$ cat src/rtl/edm_params.svh
// constants for the energy detect / channel assessment measurement block
// assumes a 100 MHz system clock and an on-chip byte-wide register port
//
// Contract
// Clearing receive enable during a packet aborts and discards that packet.
// Hardware clears receive enable on TX streaming, sets it on RX streaming.
// Backoff assessment and ack wait turn the radio to receive regardless.
// Host changes receive settings only while receive enable is cleared.
// Parsing disable set means only CRC check, no frame parsing.
// Security start begins processing, reads 1 while busy, self-clears on done; a start in the sec_done cycle keeps the bit but sends no o_sec_start.
// Link quality append set adds link quality after the received frame.
// Signal strength append set adds signal strength to receive status vector.
// Busy flag holds latest assessment result, hardware-only set and clear.
// Assessment start launches assessment, cleared on completion with done flag raised.
// Energy modes: busy when mean upper six bits exceed threshold.
// Threshold used only in energy modes, 2 dB per step, resets 001100.
// Host-started assessment needs receive enabled; reception stays active meanwhile.
// Sampling mode does one 128 us peak measurement into peak result.
// Scan mode: length field sets duration, mean goes to mean result.
// Energy start begins measurement, cleared when results valid, done flag untouched.
// Receive state change or host clearing start aborts energy measurement.
// Length M gives (M+1)*8 atoms of 128 us; field resets 1110.
// Energy measurement needs receive enabled and suspends packet reception.
// Signal strength averaged per 128 us atom; largest atom kept as peak.
// Mean result holds measured mean, resets to zero.
// Mean code maps to power at 0.5 dB per step minus 112 dBm.
// Start writes while a measurement runs are ignored until it ends.
`ifndef EDM_PARAMS_SVH
`define EDM_PARAMS_SVH

`define EDM_CLK_NS            10
`define EDM_ATOM_US           128
`define EDM_ATOM_CYCLES       ((`EDM_ATOM_US * 1000) / `EDM_CLK_NS)
`define EDM_ATOM_SAMPLES      128
`define EDM_ATOM_SHIFT        7
`define EDM_SCAN_SHIFT        3
`define EDM_CCA_UNIT_US       32
`define EDM_CCA_UNIT_SAMPLES  ((`EDM_CCA_UNIT_US * `EDM_ATOM_SAMPLES) / `EDM_ATOM_US)
`define EDM_CCA_UNIT_SHIFT    5

`define EDM_ADDR_CCA_CTL      8'h2F
`define EDM_ADDR_RX_CTL       8'h30
`define EDM_ADDR_ED_CTL       8'h31
`define EDM_ADDR_MEAN         8'h32
`define EDM_ADDR_PEAK         8'h33

`define EDM_RX_EN_BIT         7
`define EDM_RX_NOPARSE_BIT    6
`define EDM_RX_SEC_BIT        5
`define EDM_RX_LQI_BIT        4
`define EDM_RX_RSSI_BIT       3
`define EDM_CCA_BUSY_BIT      7
`define EDM_CCA_START_BIT     6
`define EDM_ED_MODE_BIT       5
`define EDM_ED_START_BIT      4

`define EDM_THR_RESET         6'h0C
`define EDM_LEN_RESET         4'hE
`define EDM_MEAN_RESET        8'h00
`define EDM_PEAK_RESET        8'h00
`define EDM_THR_DB_PER_STEP   2
`define EDM_MEAN_TENTH_DB     5
`define EDM_MEAN_OFFSET_DBM   112
`define EDM_MEAN_CODE_MIN     40
`define EDM_MEAN_CODE_MAX     184

`endif

$ cat src/rtl/edm_pkg.sv
// types shared by the energy detect / channel assessment block
// assumes edm_params.svh supplies every numeric constant
package edm_pkg;

    typedef enum logic [1:0] {
        EDM_IDLE = 2'b00,
        EDM_ED   = 2'b01,
        EDM_CCA  = 2'b10
    } edm_state_e;

    typedef enum logic [1:0] {
        EDM_TRX_PACKET    = 2'b00,
        EDM_TRX_TX_STREAM = 2'b01,
        EDM_TRX_RX_STREAM = 2'b10
    } edm_trx_e;

    typedef enum logic [1:0] {
        EDM_CCA_ED_OR_CS  = 2'b00,
        EDM_CCA_ED        = 2'b01,
        EDM_CCA_CS        = 2'b10,
        EDM_CCA_ED_AND_CS = 2'b11
    } edm_cca_mode_e;

    typedef struct packed {
        logic frame_active;
        logic state_chg;
        logic carrier_sense;
        logic sec_done;
        logic backoff_cca;
        logic ack_wait;
    } edm_radio_s;

    typedef struct packed {
        logic rx_gate;
        logic parse_bypass;
        logic append_lqi;
        logic append_rssi;
        logic radio_rx_on;
        logic rx_suspend;
    } edm_rx_ctl_s;

endpackage

$ cat src/rtl/edm_top.sv
// energy detect, channel assessment and receive control registers
// assumes radio status inputs and rssi samples are already on i_clk_sys
`timescale 1ns/1ps
`include "edm_params.svh"

module edm_top #(
    parameter int P_ATOM_CYCLES = `EDM_ATOM_CYCLES
) (
    // clock and reset
    input  wire logic                  i_clk_sys,
    input  wire logic                  i_rst_n,
    // register port
    input  wire logic                  i_reg_wr,
    input  wire logic                  i_reg_rd,
    input  wire logic [7:0]            i_reg_addr,
    input  wire logic [7:0]            i_reg_wdata,
    output logic      [7:0]            o_reg_rdata,
    // radio side
    input  wire logic [1:0]            i_trx_mode,
    input  wire logic [1:0]            i_cca_mode,
    input  wire logic [1:0]            i_cca_len,
    input  wire logic [7:0]            i_rssi,
    input  wire edm_pkg::edm_radio_s   i_radio,
    // control to receiver
    output edm_pkg::edm_rx_ctl_s       o_rx_ctl,
    output logic                       o_rx_abort,
    output logic                       o_sec_start,
    output logic                       o_assess_done
);

    // one rssi sample per tick, 128 ticks per atom
    localparam int TICK = (P_ATOM_CYCLES / `EDM_ATOM_SAMPLES) < 1 ? 1 : (P_ATOM_CYCLES / `EDM_ATOM_SAMPLES);

    function automatic logic hit(input logic [7:0] addr, input logic [7:0] off);
        hit = (addr == off);
    endfunction

    // control and status registers
    logic                  receive_enable_ctl_reg;
    logic                  receive_enable_ctl_next;
    logic                  noparse_reg;
    logic                  sec_reg;
    logic                  lqi_reg;
    logic                  rssi_en_reg;
    logic                  busy_reg;
    logic                  cca_st_reg;
    logic [5:0]            thr_reg;
    logic                  energy_mode_select_reg;
    logic                  energy_measure_start_reg;
    logic [3:0]            energy_measure_length_reg;
    logic [7:0]            mean_reg;
    logic [7:0]            peak_reg;
    logic [1:0]            trx_prev_reg;

    // measurement engine
    edm_pkg::edm_state_e   state_reg;
    logic [15:0]           tick_cnt_reg;
    logic [8:0]            samp_cnt_reg;
    logic [7:0]            atom_cnt_reg;
    logic [15:0]           acc_reg;
    logic [15:0]           seq_sum_reg;
    logic [7:0]            seq_peak_reg;
    logic                  cs_seen_reg;

    logic                  wr_rx;
    logic                  wr_cca;
    logic                  wr_ed;
    logic                  wr_mean;
    logic                  tick;
    logic                  ed_start;
    logic                  cca_start;
    logic                  ed_abort;
    logic                  atom_end;
    logic                  ed_fin;
    logic                  cca_fin;
    logic [15:0]           acc_sum;
    logic [7:0]            atom_avg;
    logic [7:0]            atoms_total;
    logic [15:0]           seq_total;
    logic [7:0]            seq_peak_new;
    logic [7:0]            ed_mean;
    logic [8:0]            cca_samples;
    logic [7:0]            cca_mean;
    logic                  energy_hi;
    logic                  cca_busy;
    logic [7:0]            rd_data;

    always_comb begin
        wr_rx   = i_reg_wr && hit(i_reg_addr, `EDM_ADDR_RX_CTL);
        wr_cca  = i_reg_wr && hit(i_reg_addr, `EDM_ADDR_CCA_CTL);
        wr_ed   = i_reg_wr && hit(i_reg_addr, `EDM_ADDR_ED_CTL);
        wr_mean = i_reg_wr && hit(i_reg_addr, `EDM_ADDR_MEAN);
        tick    = (tick_cnt_reg == 16'(TICK - 1));
        // starts only from idle, so a repeated 1 is dropped while busy
        ed_start  = (state_reg == edm_pkg::EDM_IDLE) && wr_ed && i_reg_wdata[`EDM_ED_START_BIT];
        cca_start = (state_reg == edm_pkg::EDM_IDLE) && wr_cca && i_reg_wdata[`EDM_CCA_START_BIT]
                    && !ed_start;
        ed_abort  = (state_reg == edm_pkg::EDM_ED)
                    && (i_radio.state_chg || (wr_ed && !i_reg_wdata[`EDM_ED_START_BIT]));
    end

    // energy scan arithmetic
    always_comb begin
        acc_sum      = acc_reg + {8'h00, i_rssi};
        atom_avg     = acc_sum[`EDM_ATOM_SHIFT +: 8];
        atoms_total  = energy_mode_select_reg ? 8'h01 : 8'(({4'h0, energy_measure_length_reg} + 8'h01) << `EDM_SCAN_SHIFT);
        atom_end     = (state_reg == edm_pkg::EDM_ED) && tick
                       && (samp_cnt_reg == 9'(`EDM_ATOM_SAMPLES - 1));
        ed_fin       = atom_end && (atom_cnt_reg == atoms_total - 8'h01) && !ed_abort;
        seq_total    = seq_sum_reg + {8'h00, atom_avg};
        seq_peak_new = (atom_avg > seq_peak_reg) ? atom_avg : seq_peak_reg;
        ed_mean      = 8'(seq_total / {8'h00, atoms_total});
    end

    // assessment window of 32 us << length, mean by shift
    always_comb begin
        cca_samples = 9'(`EDM_CCA_UNIT_SAMPLES) << i_cca_len;
        cca_fin     = (state_reg == edm_pkg::EDM_CCA) && tick && (samp_cnt_reg == cca_samples - 9'h001);
        cca_mean    = 8'(acc_sum >> (`EDM_CCA_UNIT_SHIFT + i_cca_len));
        energy_hi   = cca_mean[7:2] > thr_reg;
        case (edm_pkg::edm_cca_mode_e'(i_cca_mode))
            edm_pkg::EDM_CCA_ED:        cca_busy = energy_hi;
            edm_pkg::EDM_CCA_CS:        cca_busy = cs_seen_reg || i_radio.carrier_sense;
            edm_pkg::EDM_CCA_ED_AND_CS: cca_busy = energy_hi && (cs_seen_reg || i_radio.carrier_sense);
            default:                    cca_busy = energy_hi || cs_seen_reg || i_radio.carrier_sense;
        endcase
    end

    // receive enable: host write, then hardware mode switch overrides
    always_comb begin
        receive_enable_ctl_next = receive_enable_ctl_reg;
        if (wr_rx) begin
            receive_enable_ctl_next = i_reg_wdata[`EDM_RX_EN_BIT];
        end
        if (i_trx_mode != trx_prev_reg) begin
            if (i_trx_mode == edm_pkg::EDM_TRX_TX_STREAM) begin
                receive_enable_ctl_next = 1'b0;
            end else if (i_trx_mode == edm_pkg::EDM_TRX_RX_STREAM) begin
                receive_enable_ctl_next = 1'b1;
            end
        end
    end

    // receive control register
    always_ff @(posedge i_clk_sys or negedge i_rst_n) begin
        if (!i_rst_n) begin
            receive_enable_ctl_reg     <= 1'b0;
            noparse_reg  <= 1'b0;
            sec_reg      <= 1'b0;
            lqi_reg      <= 1'b0;
            rssi_en_reg  <= 1'b0;
            trx_prev_reg <= 2'h0;
        end else begin
            receive_enable_ctl_reg     <= receive_enable_ctl_next;
            trx_prev_reg <= i_trx_mode;
            if (wr_rx) begin
                noparse_reg <= i_reg_wdata[`EDM_RX_NOPARSE_BIT];
                lqi_reg     <= i_reg_wdata[`EDM_RX_LQI_BIT];
                rssi_en_reg <= i_reg_wdata[`EDM_RX_RSSI_BIT];
            end
            // a new start in the done cycle wins over the self-clear
            if (wr_rx && i_reg_wdata[`EDM_RX_SEC_BIT]) begin
                sec_reg <= 1'b1;
            end else if (i_radio.sec_done) begin
                sec_reg <= 1'b0;
            end
        end
    end

    // assessment control register
    always_ff @(posedge i_clk_sys or negedge i_rst_n) begin
        if (!i_rst_n) begin
            busy_reg   <= 1'b0;
            cca_st_reg <= 1'b0;
            thr_reg    <= `EDM_THR_RESET;
        end else begin
            if (wr_cca) begin
                thr_reg <= i_reg_wdata[5:0];
            end
            if (cca_start) begin
                cca_st_reg <= 1'b1;
            end else if (cca_fin) begin
                cca_st_reg <= 1'b0;
            end
            if (cca_fin) begin
                busy_reg <= cca_busy;
            end
        end
    end

    // energy detect control register
    always_ff @(posedge i_clk_sys or negedge i_rst_n) begin
        if (!i_rst_n) begin
            energy_mode_select_reg <= 1'b0;
            energy_measure_start_reg   <= 1'b0;
            energy_measure_length_reg  <= `EDM_LEN_RESET;
        end else begin
            if (wr_ed) begin
                energy_mode_select_reg <= i_reg_wdata[`EDM_ED_MODE_BIT];
                energy_measure_length_reg  <= i_reg_wdata[3:0];
            end
            if (ed_start) begin
                energy_measure_start_reg <= 1'b1;
            end else if (ed_fin || ed_abort) begin
                energy_measure_start_reg <= 1'b0;
            end
        end
    end

    // measurement sequencer
    always_ff @(posedge i_clk_sys or negedge i_rst_n) begin
        if (!i_rst_n) begin
            state_reg    <= edm_pkg::EDM_IDLE;
            tick_cnt_reg <= 16'h0000;
            samp_cnt_reg <= 9'h000;
            atom_cnt_reg <= 8'h00;
            acc_reg      <= 16'h0000;
            seq_sum_reg  <= 16'h0000;
            seq_peak_reg <= 8'h00;
            cs_seen_reg  <= 1'b0;
        end else begin
            tick_cnt_reg <= tick ? 16'h0000 : tick_cnt_reg + 16'h0001;
            if (ed_start || cca_start) begin
                state_reg    <= ed_start ? edm_pkg::EDM_ED : edm_pkg::EDM_CCA;
                tick_cnt_reg <= 16'h0000;
                samp_cnt_reg <= 9'h000;
                atom_cnt_reg <= 8'h00;
                acc_reg      <= 16'h0000;
                seq_sum_reg  <= 16'h0000;
                seq_peak_reg <= 8'h00;
                cs_seen_reg  <= 1'b0;
            end else if (ed_abort || ed_fin || cca_fin) begin
                state_reg <= edm_pkg::EDM_IDLE;
            end else if (state_reg == edm_pkg::EDM_CCA) begin
                cs_seen_reg <= cs_seen_reg || i_radio.carrier_sense;
                if (tick) begin
                    acc_reg      <= acc_sum;
                    samp_cnt_reg <= samp_cnt_reg + 9'h001;
                end
            end else if (atom_end) begin
                acc_reg      <= 16'h0000;
                samp_cnt_reg <= 9'h000;
                atom_cnt_reg <= atom_cnt_reg + 8'h01;
                seq_sum_reg  <= seq_total;
                seq_peak_reg <= seq_peak_new;
            end else if ((state_reg == edm_pkg::EDM_ED) && tick) begin
                acc_reg      <= acc_sum;
                samp_cnt_reg <= samp_cnt_reg + 9'h001;
            end
        end
    end

    // result registers; mean code reads as 0.5 dB steps above -112 dBm
    always_ff @(posedge i_clk_sys or negedge i_rst_n) begin
        if (!i_rst_n) begin
            mean_reg <= `EDM_MEAN_RESET;
            peak_reg <= `EDM_PEAK_RESET;
        end else begin
            if (ed_fin) begin
                mean_reg <= ed_mean;
                peak_reg <= seq_peak_new;
            end else if (cca_fin && (i_cca_mode != edm_pkg::EDM_CCA_CS)) begin
                mean_reg <= cca_mean;
            end else if (wr_mean) begin
                mean_reg <= i_reg_wdata;
            end
        end
    end

    // read mux, unmapped addresses read zero
    always_comb begin
        rd_data = 8'h00;
        if (hit(i_reg_addr, `EDM_ADDR_RX_CTL)) begin
            rd_data = {receive_enable_ctl_reg, noparse_reg, sec_reg, lqi_reg, rssi_en_reg, 3'h0};
        end else if (hit(i_reg_addr, `EDM_ADDR_CCA_CTL)) begin
            rd_data = {busy_reg, cca_st_reg, thr_reg};
        end else if (hit(i_reg_addr, `EDM_ADDR_ED_CTL)) begin
            rd_data = {2'h0, energy_mode_select_reg, energy_measure_start_reg, energy_measure_length_reg};
        end else if (hit(i_reg_addr, `EDM_ADDR_MEAN)) begin
            rd_data = mean_reg;
        end else if (hit(i_reg_addr, `EDM_ADDR_PEAK)) begin
            rd_data = peak_reg;
        end
    end

    always_ff @(posedge i_clk_sys or negedge i_rst_n) begin
        if (!i_rst_n) begin
            o_reg_rdata <= 8'h00;
        end else if (i_reg_rd) begin
            o_reg_rdata <= rd_data;
        end
    end

    // receiver controls; host must keep receive enabled for its own measurements
    always_ff @(posedge i_clk_sys or negedge i_rst_n) begin
        if (!i_rst_n) begin
            o_rx_ctl      <= '0;
            o_rx_abort    <= 1'b0;
            o_sec_start   <= 1'b0;
            o_assess_done <= 1'b0;
        end else begin
            // energy scan holds reception off, assessment leaves it running
            o_rx_ctl.rx_gate      <= receive_enable_ctl_next && (state_reg != edm_pkg::EDM_ED) && !ed_start;
            o_rx_ctl.rx_suspend   <= (state_reg == edm_pkg::EDM_ED) || ed_start;
            o_rx_ctl.parse_bypass <= noparse_reg;
            o_rx_ctl.append_lqi   <= lqi_reg;
            o_rx_ctl.append_rssi  <= rssi_en_reg;
            o_rx_ctl.radio_rx_on  <= receive_enable_ctl_reg || i_radio.backoff_cca || i_radio.ack_wait
                                     || (state_reg != edm_pkg::EDM_IDLE) || ed_start || cca_start;
            o_rx_abort            <= receive_enable_ctl_reg && !receive_enable_ctl_next && i_radio.frame_active;
            o_sec_start           <= wr_rx && i_reg_wdata[`EDM_RX_SEC_BIT] && !sec_reg;
            o_assess_done         <= cca_fin;
        end
    end

endmodule

$ cat config.mk
export PLATFORM = sky130hd
export DESIGN_NAME = edm_top
export DESIGN_NICKNAME = d
export VERILOG_FILES = /design/src/rtl/edm_pkg.sv /design/src/rtl/edm_top.sv
export VERILOG_INCLUDE_DIRS = /design/src /design/src/rtl
export SDC_FILE = /design/constraint.sdc
export NUM_CORES = 1
export LEC_CHECK = 0
export ABC_AREA = 0
export CORE_AREA = 3 3 217 219
export DETAILED_ROUTE_END_ITERATION = 7
export DIE_AREA = 0 0 220 222
export DONT_BUFFER_PORTS = 1
export MAX_ROUTING_LAYER = met4
export PLACE_DENSITY = 0.49
export SLEW_MARGIN = 15
export SYNTH_ARGS = -nofsm -noshare
export SYNTH_HDL_FRONTEND = slang
export SYNTH_SLANG_ARGS = --single-unit
export TNS_END_PERCENT = 30
$ cat constraint.sdc
create_clock -name i_clk_sys -period 77.9 [get_ports i_clk_sys]
set_input_delay 3.895 -clock i_clk_sys [delete_from_list [all_inputs] [get_ports i_clk_sys]]
set_output_delay 3.895 -clock i_clk_sys [all_outputs]
set_load 0.01 [all_outputs]
* Yosys cells after proc, flatten, opt, wreduce, memory -nomap -nowiden *
Cells that the tools add are included.

cells by class
  $add $sub $neg = 9
  multiply operators = 0
  divide/modulo/power cells = 1
  order comparisons = 2
  equal/unequal tests = 22
  shifts and indexed selects = 2
  muxes and demuxes = 53
  bitwise operators = 0
  reductions and logical operators = 56

operator list
  operator                 number
  $mux W16                 12
  $mux W8                  18
  $mux W9                  6
  $eq A8 B6 Y1 const B     5
  $add A16 B8 Y16          2
  $logic_and A1 B1 Y1      25
  $add A16 B1 Y16 const B  1
  $div A16 B8 Y16          1
  $eq A16 B7 Y1 const B    1
  $shr A16 B4 Y8           1
  $reduce_bool A2 Y1       7
  $logic_or A1 B1 Y1       13
  $mux W1                  13
  $add A9 B1 Y9 const B    1
  $eq A9 B7 Y1 const B     1
  $eq A9 B9 Y1             1
  $shl A6 B2 Y9 const A    1
  $sub A9 B1 Y9 const B    1
  $add A8 B1 Y8 const B    1
  $eq A2 B2 Y1 const B     4
  $eq A8 B8 Y1             1
  $gt A8 B8 Y1             1
  $sub A8 B1 Y8 const B    1
  $eq A2 B1 Y1 const B     3
  15 further kinds         24

word-level totals
  register bits = 130
  bits in latches = 0
  memory bits (writable) = 0
  bits in read-only memories = 0
  input bits = 40
  output and inout bits = 17
  logic and storage cells = 177
  memories = 0

* Logic depth before layout (Yosys ltp) *
Gate-level depths: netlist (run 1).

  depth after elaboration = 11
  gate-level depth with buffers = 160
  gate-level depth less buffers = 153

* Worst setup path before layout (run 1) *
Ideal clock, no wire load.

  path kind = input port to flip-flop
  start point = input i_rssi[1]
  end point = register mean_reg[0]
  setup time = 132 ps
  arrival time = 31611 ps
  required time = 77768 ps
  path slack = 46157 ps
  stages = 149
  path buffers = 8
  path through = ha_1 > a21o_1 > a21oi_1 > nor2b_1 > o21a_1 > o21ai_0 > nand2b_1 > a21oi_1 > nor2b_1 > o21ai_0 > nor2_1 > and3_1 > xnor2_1 > inv_1 > ha_1 > a211oi_1 > o211ai_2 > nand4_1 > (+113 left out) > a221o_2 > a21oi_1 > nand2_1 > or2_1 > buf_6 > nand3_2 > mux2i_1 > xnor2_1 > ha_1 > a21oi_1 > o21ai_0 > a21o_1 > a21oi_1 > nand2_1 > a311oi_1 > o21ai_0 > nor4b_1 > a31oi_1

between the ends
  word-level cells in the longest chain between the ends = 4
  elaborated cells on any way between the ends = 6
  classes of those cells = 2 x add/sub; 1 x div; 1 x shift; 2 x mux

RTL lines
  item                                               RTL line                        text
  start: declaration                                 edm_top.sv:22                   input wire logic [7:0] i_rssi,
  $add A16 B8 Y16 (*)                                edm_top.sv:104                  acc_sum = acc_reg + {8'h00, i_rssi};
  $add A16 B8 Y16 or $shr A16 B4 Y8 (tied branches)  edm_top.sv:110, edm_top.sv:119
  $div A16 B8 Y16 or $mux W8 (tied branches)         edm_top.sv:112, edm_top.sv:262
  $mux W8 (*)                                        edm_top.sv:259                  if (ed_fin) begin
  end signal: assignment                             edm_top.sv:260                  mean_reg <= ed_mean;
  end signal: assignment                             edm_top.sv:263                  mean_reg <= cca_mean;
  end signal: assignment                             edm_top.sv:265                  mean_reg <= i_reg_wdata;
  end: declaration                                   edm_top.sv:51                   logic [7:0] mean_reg;

Mark *: on every way between the ends. The rest lies on a longest branch, timed or not.
A chain may end at the register's enable or synchronous reset.

* Worst setup path after layout (run 1) *
Ends and elaborated chain as after synthesis.

==> results_tabular.tex, run 1 <==
\begin{tabular}{lr}
\hline
Metric & Value \\
\hline
\multicolumn{2}{l}{\textbf{Setup path}} \\
\quad Worst reg2reg path startpoint & acc\_reg[1]\$\_DFFE\_PN0P\_ \\
\quad Reg2reg setup slack & 44.19 ns \\
\quad End of the worst register-to-register path & mean\_reg[0]\$\_DFFE\_PN0P\_ \\
\quad Critical Path Slowest Stage Cell & sky130\_fd\_sc\_hd\_\_a211oi\_4 \\
\quad Worst Path Class, Setup & in2reg \\
\quad Category of the worst setup path capture point & register \\
\quad Largest stage delay on the critical path & 0.66 ns \\
\quad CP arrival & 37.06 ns \\
\quad Worst Path Required & 78.20 ns \\
\quad Startpoint type of the worst setup path & primary input \\
\quad Top fanout value on the critical path & 16 \\
\quad Crit path top cell by count & sky130\_fd\_sc\_hd\_\_a21oi\_1 \\
\quad Depth of the most critical reg-to-reg path & 141 \\
\multicolumn{2}{l}{\textbf{Hold path}} \\
\quad Worst Min Path Start & noparse\_reg\$\_DFFE\_PN0P\_ \\
\quad Type of the tightest min-delay check & reg2reg \\
\quad Worst Hold Depth & 0 \\
\quad Sink of the worst hold path & o\_rx\_ctl[4]\$\_DFF\_PN0\_ \\
\multicolumn{2}{l}{\textbf{Cells and area}} \\
\quad Antenna cells & 0 \\
\quad Layout filler cell count & 4790 \\
\quad Layout overhead on the synthesized area & 8.92\% \\
\quad Final design area excluding fillers & 14800 um2 \\
\quad Fraction of layout cells with a size suffix above 1 & 10.9\% \\
\quad Layout Cells excl Fill & 2256 \\
\quad Fin nets & 1792 \\
\multicolumn{2}{l}{\textbf{STA}} \\
\quad Timing-limited maximum frequency & 27.2 MHz \\
\quad Crit path setup slack, layout & 41.13 ns \\
\quad Part of the cycle the worst path needs & 47.2\% \\
\quad Hold violation total from the final report & 0 \\
\quad Number of pins with negative max-slew slack in the final report & 0 \\
\quad Fin crit period & 36.77 ns \\
\quad Slew at the pin closest to its max-slew limit & 1.11 ns \\
\quad Final clock skew & 0.00824 ns \\
\quad RSZ-0062 raised after global routing & false \\
\quad Slew headroom & 25.2\% \\
\quad Accumulated negative setup slack & 0 ns \\
\quad Final setup violation count & 0 \\
\multicolumn{2}{l}{\textbf{Outcome}} \\
\quad Outcome & finished, final reports clean \\
\multicolumn{2}{l}{\textbf{Floorplanning}} \\
\quad Height of the die & 222 um \\
\quad Floorplan core area & 45300 um2 \\
\quad Initial core utilization & 29.9\% \\
\quad Row count & 78 \\
\quad Die outline area & 48800 um2 \\
\quad Top Ports & 57 \\
\quad Die X-Extent & 220 um \\
\multicolumn{2}{l}{\textbf{Clock network}} \\
\quad Clock tree root driver cell & sky130\_fd\_sc\_hd\_\_clkbuf\_16 \\
\quad Clock slew at reported path FFs & 0.06 ns \\
\quad Clock latency on the worst-skew pair & 0.43 ns \\
\quad Clock H-tree levels & 4 \\
\quad \# hold bufs at CTS & 0 \\
\quad Clk buf depth & 2 \\
\quad Number of setup buffers added after CTS & 0 \\
\quad Clock tree from TritonCTS & yes \\
\quad Clock sink total & 130 \\
\quad Number of buffers inserted during clock tree synthesis & 17 \\
\quad Count of cells resized by post-cts repair & 0 \\
\multicolumn{2}{l}{\textbf{GRT}} \\
\quad Wire length of the first global-routing pass & 64.2 mm \\
\quad Leftover overflow at the end of global routing & 0 \\
\quad Total routing resource utilization after global routing & 16.7\% \\
\quad Number of antenna violations at the first check in global routing & 1 \\
\quad Largest net degree at the start of global routing & 131 \\
\quad Number of global-route vias before repair & 11700 \\
\multicolumn{2}{l}{\textbf{Routing}} \\
\quad Total vias in the final route & 12200 \\
\quad Iter 0 DRT Violations & 751 \\
\quad Remaining design rule violation count & 0 \\
\quad Drt first pass iters & 5 \\
\quad WL final & 40.2 mm \\
\quad Avg WL per Cell & 17.8 um \\
\quad Vias/cell & 5.41 \\
\quad Count of nets left with antenna violations after detail routing & 0 \\
\multicolumn{2}{l}{\textbf{Logic synthesis}} \\
\quad Cell area after technology mapping & 13500 um2 \\
\quad Nets in the synthesized netlist & 1804 \\
\quad Sequential share of the synthesized area & 24.1\% \\
\quad Main synth FF type & sky130\_fd\_sc\_hd\_\_dfrtp\_1 \\
\quad Post-synthesis instance total & 1655 \\
\quad Avg Cell Area, Syn & 8.19 um2 \\
\quad Post-synth cell types & 134 \\
\quad Post-synthesis register bit count & 130 \\
\quad Yosys warning count & 0 \\
\quad Number of synthesized flops with an enable pin & 0 \\
\quad Ys async rst share & 100\% \\
\multicolumn{2}{l}{\textbf{Run}} \\
\quad Maxcap violations & 0 \\
\multicolumn{2}{l}{\textbf{Place}} \\
\quad Placed instance count & 2224 \\
\quad \# port buffers & 0 \\
\quad Dpl ws & 41.13 ns \\
\quad GP Congestion & 0.920 \\
\quad Final HPWL DP & 31.0 mm \\
\quad Cell area reported after detailed placement & 14100 um2 \\
\hline
\end{tabular}
area by class of cell:
type	instances	area, um2	area share [%]
clock inverters	8	125	0.848
inverters	90	338	2.29
clock buffers	24	492	3.33
flip-flops and latches	130	3260	22.1
well taps	600	751	5.09
multi-input cells	1389	9680	65.6
repair buffers	15	113	0.763
routing by layer:
layer  global-route usage [%]  up-vias  wire length [um]
met5                        -        -                 0
met4                     3.91        0               724
met3                     1.99       44              1390
met2                     27.7      238             19300
met1                     21.8     5870             18800
li1                         -     6063                 -
critical path: cells and delay by family:
family	cells	cell delay, ns
adder cells (fa/ha/maj)	16	5.32
AND/OR/NAND/NOR	46	10.15
multiplexers	7	1.97
XOR/XNOR	5	1.18
buffers and inverters	6	0.68
AO/OA/AOI/OAI	61	13.81
placed cells by master, fill, tap and decap left out, types with 32 or more instances in the layout:
| cell type | count |
|---|---|
| sky130_fd_sc_hd__inv_1 | 88 |
| sky130_fd_sc_hd__nand3_1 | 69 |
| sky130_fd_sc_hd__a21oi_1 | 109 |
| sky130_fd_sc_hd__xor2_1 | 52 |
| sky130_fd_sc_hd__o21ai_0 | 123 |
| sky130_fd_sc_hd__dfrtp_1 | 125 |
| sky130_fd_sc_hd__nor3_1 | 33 |
| sky130_fd_sc_hd__mux2i_1 | 32 |
| sky130_fd_sc_hd__nand2_1 | 163 |
| sky130_fd_sc_hd__xnor2_1 | 71 |
| sky130_fd_sc_hd__ha_1 | 107 |
| sky130_fd_sc_hd__nor2_1 | 146 |
worst max-delay path by stage:
stage | startpoint | to | slack [ns]
2_1_floorplan | i_rssi[1] | mean_reg[0]$_DFFE_PN0P_ | 46.16
3_3_place_gp | i_rssi[1] | mean_reg[0]$_DFFE_PN0P_ | 42.17
3_5_place_dp | i_rssi[1] | mean_reg[0]$_DFFE_PN0P_ | 41.13
4_1_cts | i_rssi[1] | mean_reg[0]$_DFFE_PN0P_ | 41.38
5_1_grt | i_rssi[1] | mean_reg[0]$_DFFE_PN0P_ | 38.23
6_report | i_rssi[1] | mean_reg[0]$_DFFE_PN0P_ | 41.13
cell usage after synthesis, types with 6 or more instances:
cell	n	area [um2]
sky130_fd_sc_hd__a21oi_1	109	546
sky130_fd_sc_hd__and3_2	8	60.1
sky130_fd_sc_hd__o21a_1	14	105
sky130_fd_sc_hd__nand2b_1	19	119
sky130_fd_sc_hd__nand4_1	18	113
sky130_fd_sc_hd__a21o_1	28	210
sky130_fd_sc_hd__or3_1	10	62.6
sky130_fd_sc_hd__buf_6	8	90.1
sky130_fd_sc_hd__a31oi_1	16	100
sky130_fd_sc_hd__nor2b_1	14	87.6
sky130_fd_sc_hd__or2_2	9	56.3
sky130_fd_sc_hd__mux2_4	7	105
sky130_fd_sc_hd__mux2i_1	32	320
sky130_fd_sc_hd__o21bai_1	12	90.1
sky130_fd_sc_hd__o211ai_1	12	90.1
sky130_fd_sc_hd__and3_1	23	144
sky130_fd_sc_hd__nor4_1	9	56.3
sky130_fd_sc_hd__nor3b_1	6	45.0
sky130_fd_sc_hd__a211oi_1	10	75.1
sky130_fd_sc_hd__ha_1	107	1340
sky130_fd_sc_hd__nand3_1	69	345
sky130_fd_sc_hd__mux2_2	28	315
sky130_fd_sc_hd__o22ai_1	20	125
sky130_fd_sc_hd__nand2_1	163	612
sky130_fd_sc_hd__nor3_1	33	165
sky130_fd_sc_hd__o31ai_1	16	120
sky130_fd_sc_hd__xnor2_1	71	622
sky130_fd_sc_hd__nor2_1	146	548
sky130_fd_sc_hd__o21ai_1	8	40.0
sky130_fd_sc_hd__xor2_1	52	455
sky130_fd_sc_hd__dfrtp_1	125	3130
sky130_fd_sc_hd__and4_1	8	70.1
sky130_fd_sc_hd__and2_1	12	75.1
sky130_fd_sc_hd__clkbuf_1	32	120
sky130_fd_sc_hd__o21ai_0	123	616
sky130_fd_sc_hd__inv_1	88	330
stage by stage:
step | hold slack (ns) | util [%]
floorplan | 0.369 | -
global placement | 0.389 | 31.2
detailed placement | 0.398 | 31.2
CTS | 0.416 | 32.6
global route | 0.432 | 32.6
finish | 0.415 | 32.6
cell families after synthesis:
kind of cell               Yosys count  share of synthesized area (%)
AOI/OAI and AO/OA                  484                           24.8
and+or+nand+nor                    603                           22.7
buffers and inverters              136                           4.53
xor gates and xnor gates           123                           7.95
DFF                                130                           24.1
adders and majority gates          109                           10.2
muxes                               70                           5.74
Power of run 1 is left out: the tool's default activity adds up to more than one toggle a clock period on the data nets, which glitch-free logic cannot reach.
==> run 2, diff against run 1 <==
--- a/config.mk
+++ b/config.mk
@@ -12,7 +12,7 @@
 export DIE_AREA = 0 0 220 222
 export DONT_BUFFER_PORTS = 1
 export MAX_ROUTING_LAYER = met4
-export PLACE_DENSITY = 0.49
+export PLACE_DENSITY = 0.51
 export SLEW_MARGIN = 15
 export SYNTH_ARGS = -nofsm -noshare
 export SYNTH_HDL_FRONTEND = slang
==> constraint.sdc (replaced) <==
create_clock -name i_clk_sys -period 30.8 [get_ports i_clk_sys]
set_input_delay 1.54 -clock i_clk_sys [delete_from_list [all_inputs] [get_ports i_clk_sys]]
set_output_delay 1.54 -clock i_clk_sys [all_outputs]
set_load 0.01 [all_outputs]
==> run 2 against run 1 <==
Non-clock buffer count is 57 higher; sequential cell count did not move; first-iteration DRC count increased by 12%; largest cell class unchanged; highest routed layer unchanged.
==> results_tabular.tex, run 2 (synthesized netlist as in run 1, its figures left out) <==
\begin{tabular}{lr}
\hline
Metric & Value \\
\hline
\multicolumn{2}{l}{\textbf{Run}} \\
\quad Maxcap violations & 0 \\
\multicolumn{2}{l}{\textbf{Floorplanning}} \\
\quad Top Ports & 57 \\
\quad Floorplan core area & 45300 um2 \\
\quad Die X-Extent & 220 um \\
\quad Initial core utilization & 29.9\% \\
\quad Height of the die & 222 um \\
\quad Die outline area & 48800 um2 \\
\quad Row count & 78 \\
\multicolumn{2}{l}{\textbf{Place}} \\
\quad Final HPWL DP & 31.7 mm \\
\quad GP Congestion & 0.884 \\
\quad \# port buffers & 0 \\
\multicolumn{2}{l}{\textbf{Routing}} \\
\quad Vias/cell & 5.44 \\
\quad Remaining design rule violation count & 0 \\
\quad Count of nets left with antenna violations after detail routing & 0 \\
\quad Iter 0 DRT Violations & 844 \\
\quad Total vias in the final route & 12600 \\
\quad Avg WL per Cell & 17.8 um \\
\quad WL final & 41.3 mm \\
\quad Drt first pass iters & 4 \\
\multicolumn{2}{l}{\textbf{Clock network}} \\
\quad Clock slew at reported path FFs & 0.06 ns \\
\quad Number of buffers inserted during clock tree synthesis & 17 \\
\quad Clock tree from TritonCTS & yes \\
\quad Clock latency on the worst-skew pair & 0.43 ns \\
\quad Clock H-tree levels & 4 \\
\quad Clock tree root driver cell & sky130\_fd\_sc\_hd\_\_clkbuf\_16 \\
\quad Clk buf depth & 2 \\
\quad Clock sink total & 130 \\
\multicolumn{2}{l}{\textbf{Setup path}} \\
\quad Worst Path Required & 31.09 ns \\
\quad Top fanout value on the critical path & 11 \\
\quad Worst reg2reg path startpoint & acc\_reg[1]\$\_DFFE\_PN0P\_ \\
\quad Critical Path Slowest Stage Cell & sky130\_fd\_sc\_hd\_\_or3\_4 \\
\quad Reg2reg setup slack & 2.44 ns \\
\quad Crit path top cell by count & sky130\_fd\_sc\_hd\_\_ha\_1 \\
\quad Category of the worst setup path capture point & register \\
\quad Worst path bufs/invs & 11 \\
\quad Largest stage delay on the critical path & 0.43 ns \\
\quad CP arrival & 29.36 ns \\
\quad CP top delay family & compound AO/OA/AOI/OAI gates \\
\quad Depth of the most critical reg-to-reg path & 142 \\
\quad End of the worst register-to-register path & mean\_reg[0]\$\_DFFE\_PN0P\_ \\
\quad Worst Path Class, Setup & in2reg \\
\quad Startpoint type of the worst setup path & primary input \\
\multicolumn{2}{l}{\textbf{STA}} \\
\quad Fin crit period & 29.07 ns \\
\quad Slew headroom & 35.9\% \\
\quad Slew at the pin closest to its max-slew limit & 0.960 ns \\
\quad Final clock skew & 0.0117 ns \\
\quad Final setup violation count & 0 \\
\quad Hold violation total from the final report & 0 \\
\quad Final worst hold slack & 0.417 ns \\
\quad Timing-limited maximum frequency & 34.4 MHz \\
\quad Part of the cycle the worst path needs & 94.4\% \\
\quad Number of pins with negative max-slew slack in the final report & 0 \\
\multicolumn{2}{l}{\textbf{GRT}} \\
\quad Total routing resource utilization after global routing & 16.9\% \\
\quad Wire length of the first global-routing pass & 65.7 mm \\
\quad Number of antenna violations at the first check in global routing & 1 \\
\quad Number of global-route vias before repair & 12300 \\
\quad Leftover overflow at the end of global routing & 0 \\
\quad Largest net degree at the start of global routing & 131 \\
\multicolumn{2}{l}{\textbf{Hold path}} \\
\quad Type of the tightest min-delay check & reg2reg \\
\quad Sink of the worst hold path & o\_rx\_ctl[4]\$\_DFF\_PN0\_ \\
\quad Worst Min Path Start & noparse\_reg\$\_DFFE\_PN0P\_ \\
\quad Worst Hold Depth & 0 \\
\multicolumn{2}{l}{\textbf{Cells and area}} \\
\quad Layout Utilization & 34.4\% \\
\quad Fraction of layout cells with a size suffix above 1 & 17.3\% \\
\quad Layout overhead on the synthesized area & 15.1\% \\
\quad Fin nets & 1849 \\
\quad Antenna cells & 0 \\
\quad Highest-count cells in the layout ignoring fill and taps & sky130\_fd\_sc\_hd\_\_nand2\_1, sky130\_fd\_sc\_hd\_\_nor2\_1, sky130\_fd\_sc\_hd\_\_dfrtp\_1 \\
\quad Most common cell after layout, fill and taps aside & sky130\_fd\_sc\_hd\_\_nand2\_1 \\
\multicolumn{2}{l}{\textbf{Outcome}} \\
\quad Outcome & finished, final reports clean \\
\hline
\end{tabular}
-- run 2: cell types whose count changed in the layout (fill, tap and decap cells not counted), moves of 6 or more --
cell	delta
sky130_fd_sc_hd__o21ai_0	-9
sky130_fd_sc_hd__a21oi_2	+9
sky130_fd_sc_hd__ha_1	-7
sky130_fd_sc_hd__a21oi_1	-10
sky130_fd_sc_hd__nor3_1	-6
sky130_fd_sc_hd__o21ai_1	+8
sky130_fd_sc_hd__buf_4	+56
-- run 2: routing by layer --
layer | GRT usage, % | share of wire [%] | up-vias
met5 | - | 0 | -
met4 | 4.36 | 1.8 | 0
met3 | 1.43 | 3.5 | 53
met2 | 27.8 | 48 | 260
met1 | 22.5 | 47 | 6130
li1 | - | - | 6148
-- run 2: through the flow --
stage / area (um2) / worst slack [ns] / cells / setup TNS (ns)
4_1_cts: 15100 / 0.0738 / 2296 / 0
2_1_floorplan: 13500 / 1.41 / 1655 / 0
6_report: 15600 / 1.73 / 2313 / 0
3_3_place_gp: 14400 / -0.211 / 2264 / -0.211
5_1_grt: 15600 / -0.275 / 2313 / -0.275
3_5_place_dp: 14400 / -0.806 / 2264 / -0.806
-- run 2: how the worst max path moves through the flow --
stage,cells after the start,endpoint,start,slack [ns]
3_3_place_gp,144,mean_reg[0]$_DFFE_PN0P_,i_rssi[1],-0.21
3_5_place_dp,144,mean_reg[0]$_DFFE_PN0P_,i_rssi[1],-0.81
6_report,142,mean_reg[0]$_DFFE_PN0P_,i_rssi[1],1.73
5_1_grt,147,mean_reg[0]$_DFFE_PN0P_,i_rssi[1],-0.27
2_1_floorplan,149,mean_reg[0]$_DFFE_PN0P_,i_rssi[1],1.41
4_1_cts,144,mean_reg[0]$_DFFE_PN0P_,i_rssi[1],0.07
-- run 2: worst register-to-register path, delay by kind of cell, from the launching register on --
kind / cells / cell delay [ns]
muxes: 9 / 2.15
DFF: 1 / 0.40
xor gates and xnor gates: 7 / 1.45
buffers and inverters: 11 / 1.44
AOI/OAI and AO/OA: 55 / 10.69
adders and majority gates: 16 / 5.12
and+or+nand+nor: 44 / 6.99
-- run 2: cell type report --
cell class | count | area [um2]
clock inverters | 12 | 180
inverters | 90 | 338
well taps | 600 | 751
flip-flops and latches | 130 | 3260
repair buffers | 72 | 544
multi-input cells | 1389 | 10100
clock buffers | 20 | 457
fillers | 4715 | 29700
-- run 2: what timing repair did --
item	4_1_cts	5_1_grt
endpoints found under the setup margin	1	2
hold buffers	0	0
pin swaps	0	21
buffers inserted	0	17
endpoints found under the hold margin	0	0
resized for setup	7	80
Power of run 2 is left out for the same reason.
==> run 3, diff against run 2 <==
--- a/config.mk
+++ b/config.mk
@@ -7,12 +7,12 @@
 export NUM_CORES = 1
 export LEC_CHECK = 0
 export ABC_AREA = 0
-export CORE_AREA = 3 3 217 219
+export CORE_AREA = 3 3 171 173
 export DETAILED_ROUTE_END_ITERATION = 7
-export DIE_AREA = 0 0 220 222
+export DIE_AREA = 0 0 174 176
 export DONT_BUFFER_PORTS = 1
 export MAX_ROUTING_LAYER = met4
-export PLACE_DENSITY = 0.51
+export PLACE_DENSITY = 0.66
 export SLEW_MARGIN = 15
 export SYNTH_ARGS = -nofsm -noshare
 export SYNTH_HDL_FRONTEND = slang
==> run 3 against run 2 <==
Cell area fell by 2.4%; die area fell by 37%; maximum frequency rose by 0.78%; global-route usage rose by 8.1 points; routed wire length fell by 7.5%; first-iteration DRC count rose by 32%; register-to-register slack improved by 0.26 ns; worst setup slack improved by 0.22 ns; sequential cell count did not move.
==> results_tabular.tex, run 3 (synthesized netlist as in run 1, its figures left out) <==
\begin{tabular}{lr}
\hline
Metric & Value \\
\hline
\multicolumn{2}{l}{\textbf{Clock network}} \\
\quad Clock H-tree levels & 4 \\
\quad Clock tree root driver cell & sky130\_fd\_sc\_hd\_\_clkbuf\_16 \\
\quad Clock tree from TritonCTS & yes \\
\quad Number of buffers inserted during clock tree synthesis & 17 \\
\quad Clock sink total & 130 \\
\quad Clock slew at reported path FFs & 0.06 ns \\
\quad Clk buf depth & 2 \\
\quad Clock latency on the worst-skew pair & 0.42 ns \\
\multicolumn{2}{l}{\textbf{Place}} \\
\quad Final HPWL DP & 28.8 mm \\
\quad \# port buffers & 0 \\
\quad Placed instance count & 2036 \\
\quad GP Congestion & 1.01 \\
\multicolumn{2}{l}{\textbf{Routing}} \\
\quad Avg WL per Cell & 18.4 um \\
\quad Total vias in the final route & 12700 \\
\quad Iter 0 DRT Violations & 1117 \\
\quad Count of nets left with antenna violations after detail routing & 0 \\
\quad Remaining design rule violation count & 0 \\
\quad WL final & 38.1 mm \\
\quad Vias/cell & 6.09 \\
\quad Drt first pass iters & 7 \\
\multicolumn{2}{l}{\textbf{Setup path}} \\
\quad End of the worst register-to-register path & mean\_reg[0]\$\_DFFE\_PN0P\_ \\
\quad Crit path top cell by count & sky130\_fd\_sc\_hd\_\_ha\_1 \\
\quad Worst reg2reg path startpoint & acc\_reg[0]\$\_DFFE\_PN0P\_ \\
\quad Largest stage delay on the critical path & 0.41 ns \\
\quad Worst Path Class, Setup & in2reg \\
\quad Top fanout value on the critical path & 10 \\
\quad Depth of the most critical reg-to-reg path & 144 \\
\quad CP arrival & 29.14 ns \\
\quad Critical Path Slowest Stage Cell & sky130\_fd\_sc\_hd\_\_ha\_2 \\
\quad Reg2reg setup slack & 2.70 ns \\
\quad Category of the worst setup path capture point & register \\
\quad Startpoint type of the worst setup path & primary input \\
\quad Worst Path Required & 31.09 ns \\
\multicolumn{2}{l}{\textbf{Hold path}} \\
\quad Sink of the worst hold path & o\_rx\_ctl[3]\$\_DFF\_PN0\_ \\
\quad Type of the tightest min-delay check & reg2reg \\
\quad Worst Hold Depth & 0 \\
\quad Worst Min Path Start & lqi\_reg\$\_DFFE\_PN0P\_ \\
\multicolumn{2}{l}{\textbf{Cells and area}} \\
\quad Layout Cells excl Fill & 2077 \\
\quad Antenna cells & 0 \\
\quad Fraction of layout cells with a size suffix above 1 & 16.9\% \\
\quad Most common cell after layout, fill and taps aside & sky130\_fd\_sc\_hd\_\_nand2\_1 \\
\quad Layout overhead on the synthesized area & 12.4\% \\
\quad Layout Utilization & 54.8\% \\
\quad Highest-count cells in the layout ignoring fill and taps & sky130\_fd\_sc\_hd\_\_nand2\_1, sky130\_fd\_sc\_hd\_\_nor2\_1, sky130\_fd\_sc\_hd\_\_dfrtp\_1 \\
\quad Fin nets & 1835 \\
\multicolumn{2}{l}{\textbf{Outcome}} \\
\quad Outcome & finished, final reports clean \\
\multicolumn{2}{l}{\textbf{GRT}} \\
\quad Number of antenna violations at the first check in global routing & 0 \\
\quad Total routing resource utilization after global routing & 25.1\% \\
\quad Largest net degree at the start of global routing & 131 \\
\quad Leftover overflow at the end of global routing & 0 \\
\quad Number of global-route vias before repair & 12100 \\
\quad Wire length of the first global-routing pass & 62.1 mm \\
\multicolumn{2}{l}{\textbf{Floorplanning}} \\
\quad Height of the die & 176 um \\
\quad Initial core utilization & 48.8\% \\
\quad Die outline area & 30600 um2 \\
\quad Row count & 61 \\
\quad Top Ports & 57 \\
\quad Floorplan core area & 27800 um2 \\
\quad Die X-Extent & 174 um \\
\multicolumn{2}{l}{\textbf{STA}} \\
\quad Final setup violation count & 0 \\
\quad Hold violation total from the final report & 0 \\
\quad Slew headroom & 25.3\% \\
\quad Fin crit period & 28.84 ns \\
\quad Slew at the pin closest to its max-slew limit & 1.11 ns \\
\quad Number of pins with negative max-slew slack in the final report & 0 \\
\quad Part of the cycle the worst path needs & 93.6\% \\
\quad Final worst hold slack & 0.400 ns \\
\quad Accumulated negative setup slack & 0 ns \\
\quad Timing-limited maximum frequency & 34.7 MHz \\
\quad Final clock skew & 0.0112 ns \\
\multicolumn{2}{l}{\textbf{Run}} \\
\quad Maxcap violations & 0 \\
\hline
\end{tabular}
-- run 3: worst max-delay path by stage --
| stage | start | endpoint | slack, ns | cells after the start |
|---|---|---|---|---|
| 5_1_grt | i_rssi[0] | mean_reg[0]$_DFFE_PN0P_ | -0.11 | 151 |
| 3_5_place_dp | i_rssi[1] | mean_reg[0]$_DFFE_PN0P_ | -0.65 | 143 |
| 3_3_place_gp | i_rssi[1] | mean_reg[0]$_DFFE_PN0P_ | 0.19 | 143 |
| 6_report | i_rssi[0] | mean_reg[0]$_DFFE_PN0P_ | 1.96 | 144 |
| 4_1_cts | i_rssi[1] | mean_reg[0]$_DFFE_PN0P_ | 0.12 | 145 |
| 2_1_floorplan | i_rssi[1] | mean_reg[0]$_DFFE_PN0P_ | 1.41 | 149 |
-- run 3: per-layer routing --
metal / GRT usage (%) / vias to the layer above / share of wire [%]
met5: - / - / 0
met4: 6.30 / 0 / 1.8
met3: 2.99 / 57 / 4.9
met2: 41.9 / 353 / 48
met1: 32.6 / 6104 / 46
li1: - / 6139 / -
-- run 3: timing repair --
| item | CTS | global route |
|---|---|---|
| buffers inserted | 0 | 9 |
| gates cloned | 0 | 0 |
| hold buffers | 0 | 0 |
| gates resized for setup | 4 | 83 |
| pin swaps | 0 | 17 |
| setup endpoints to repair | 1 | 2 |
-- run 3: through the flow --
step / area (um2) / worst slack [ns]
finish: 15200 / 1.96
global route: 15200 / -0.113
CTS: 14800 / 0.117
detailed placement: 14100 / -0.653
global placement: 14100 / 0.191
floorplan: 13500 / 1.41
-- run 3: layout make-up --
cell class,count,area (um2)
well taps,378,473
clock buffers,17,425
fillers,2616,12600
repair buffers,58,439
multi-input cells,1389,10100
flip-flops and latches,130,3260
inverters,90,338
clock inverters,15,229
-- run 3: worst max-delay path, delay by kind of cell --
kind / cells / cell delay (ns)
AOI/OAI and AO/OA: 56 / 10.86
and+or+nand+nor: 45 / 7.17
adders and majority gates: 16 / 4.97
muxes: 8 / 1.76
buffers and inverters: 12 / 1.48
xor gates and xnor gates: 7 / 1.27
Power of run 3 is left out for the same reason.
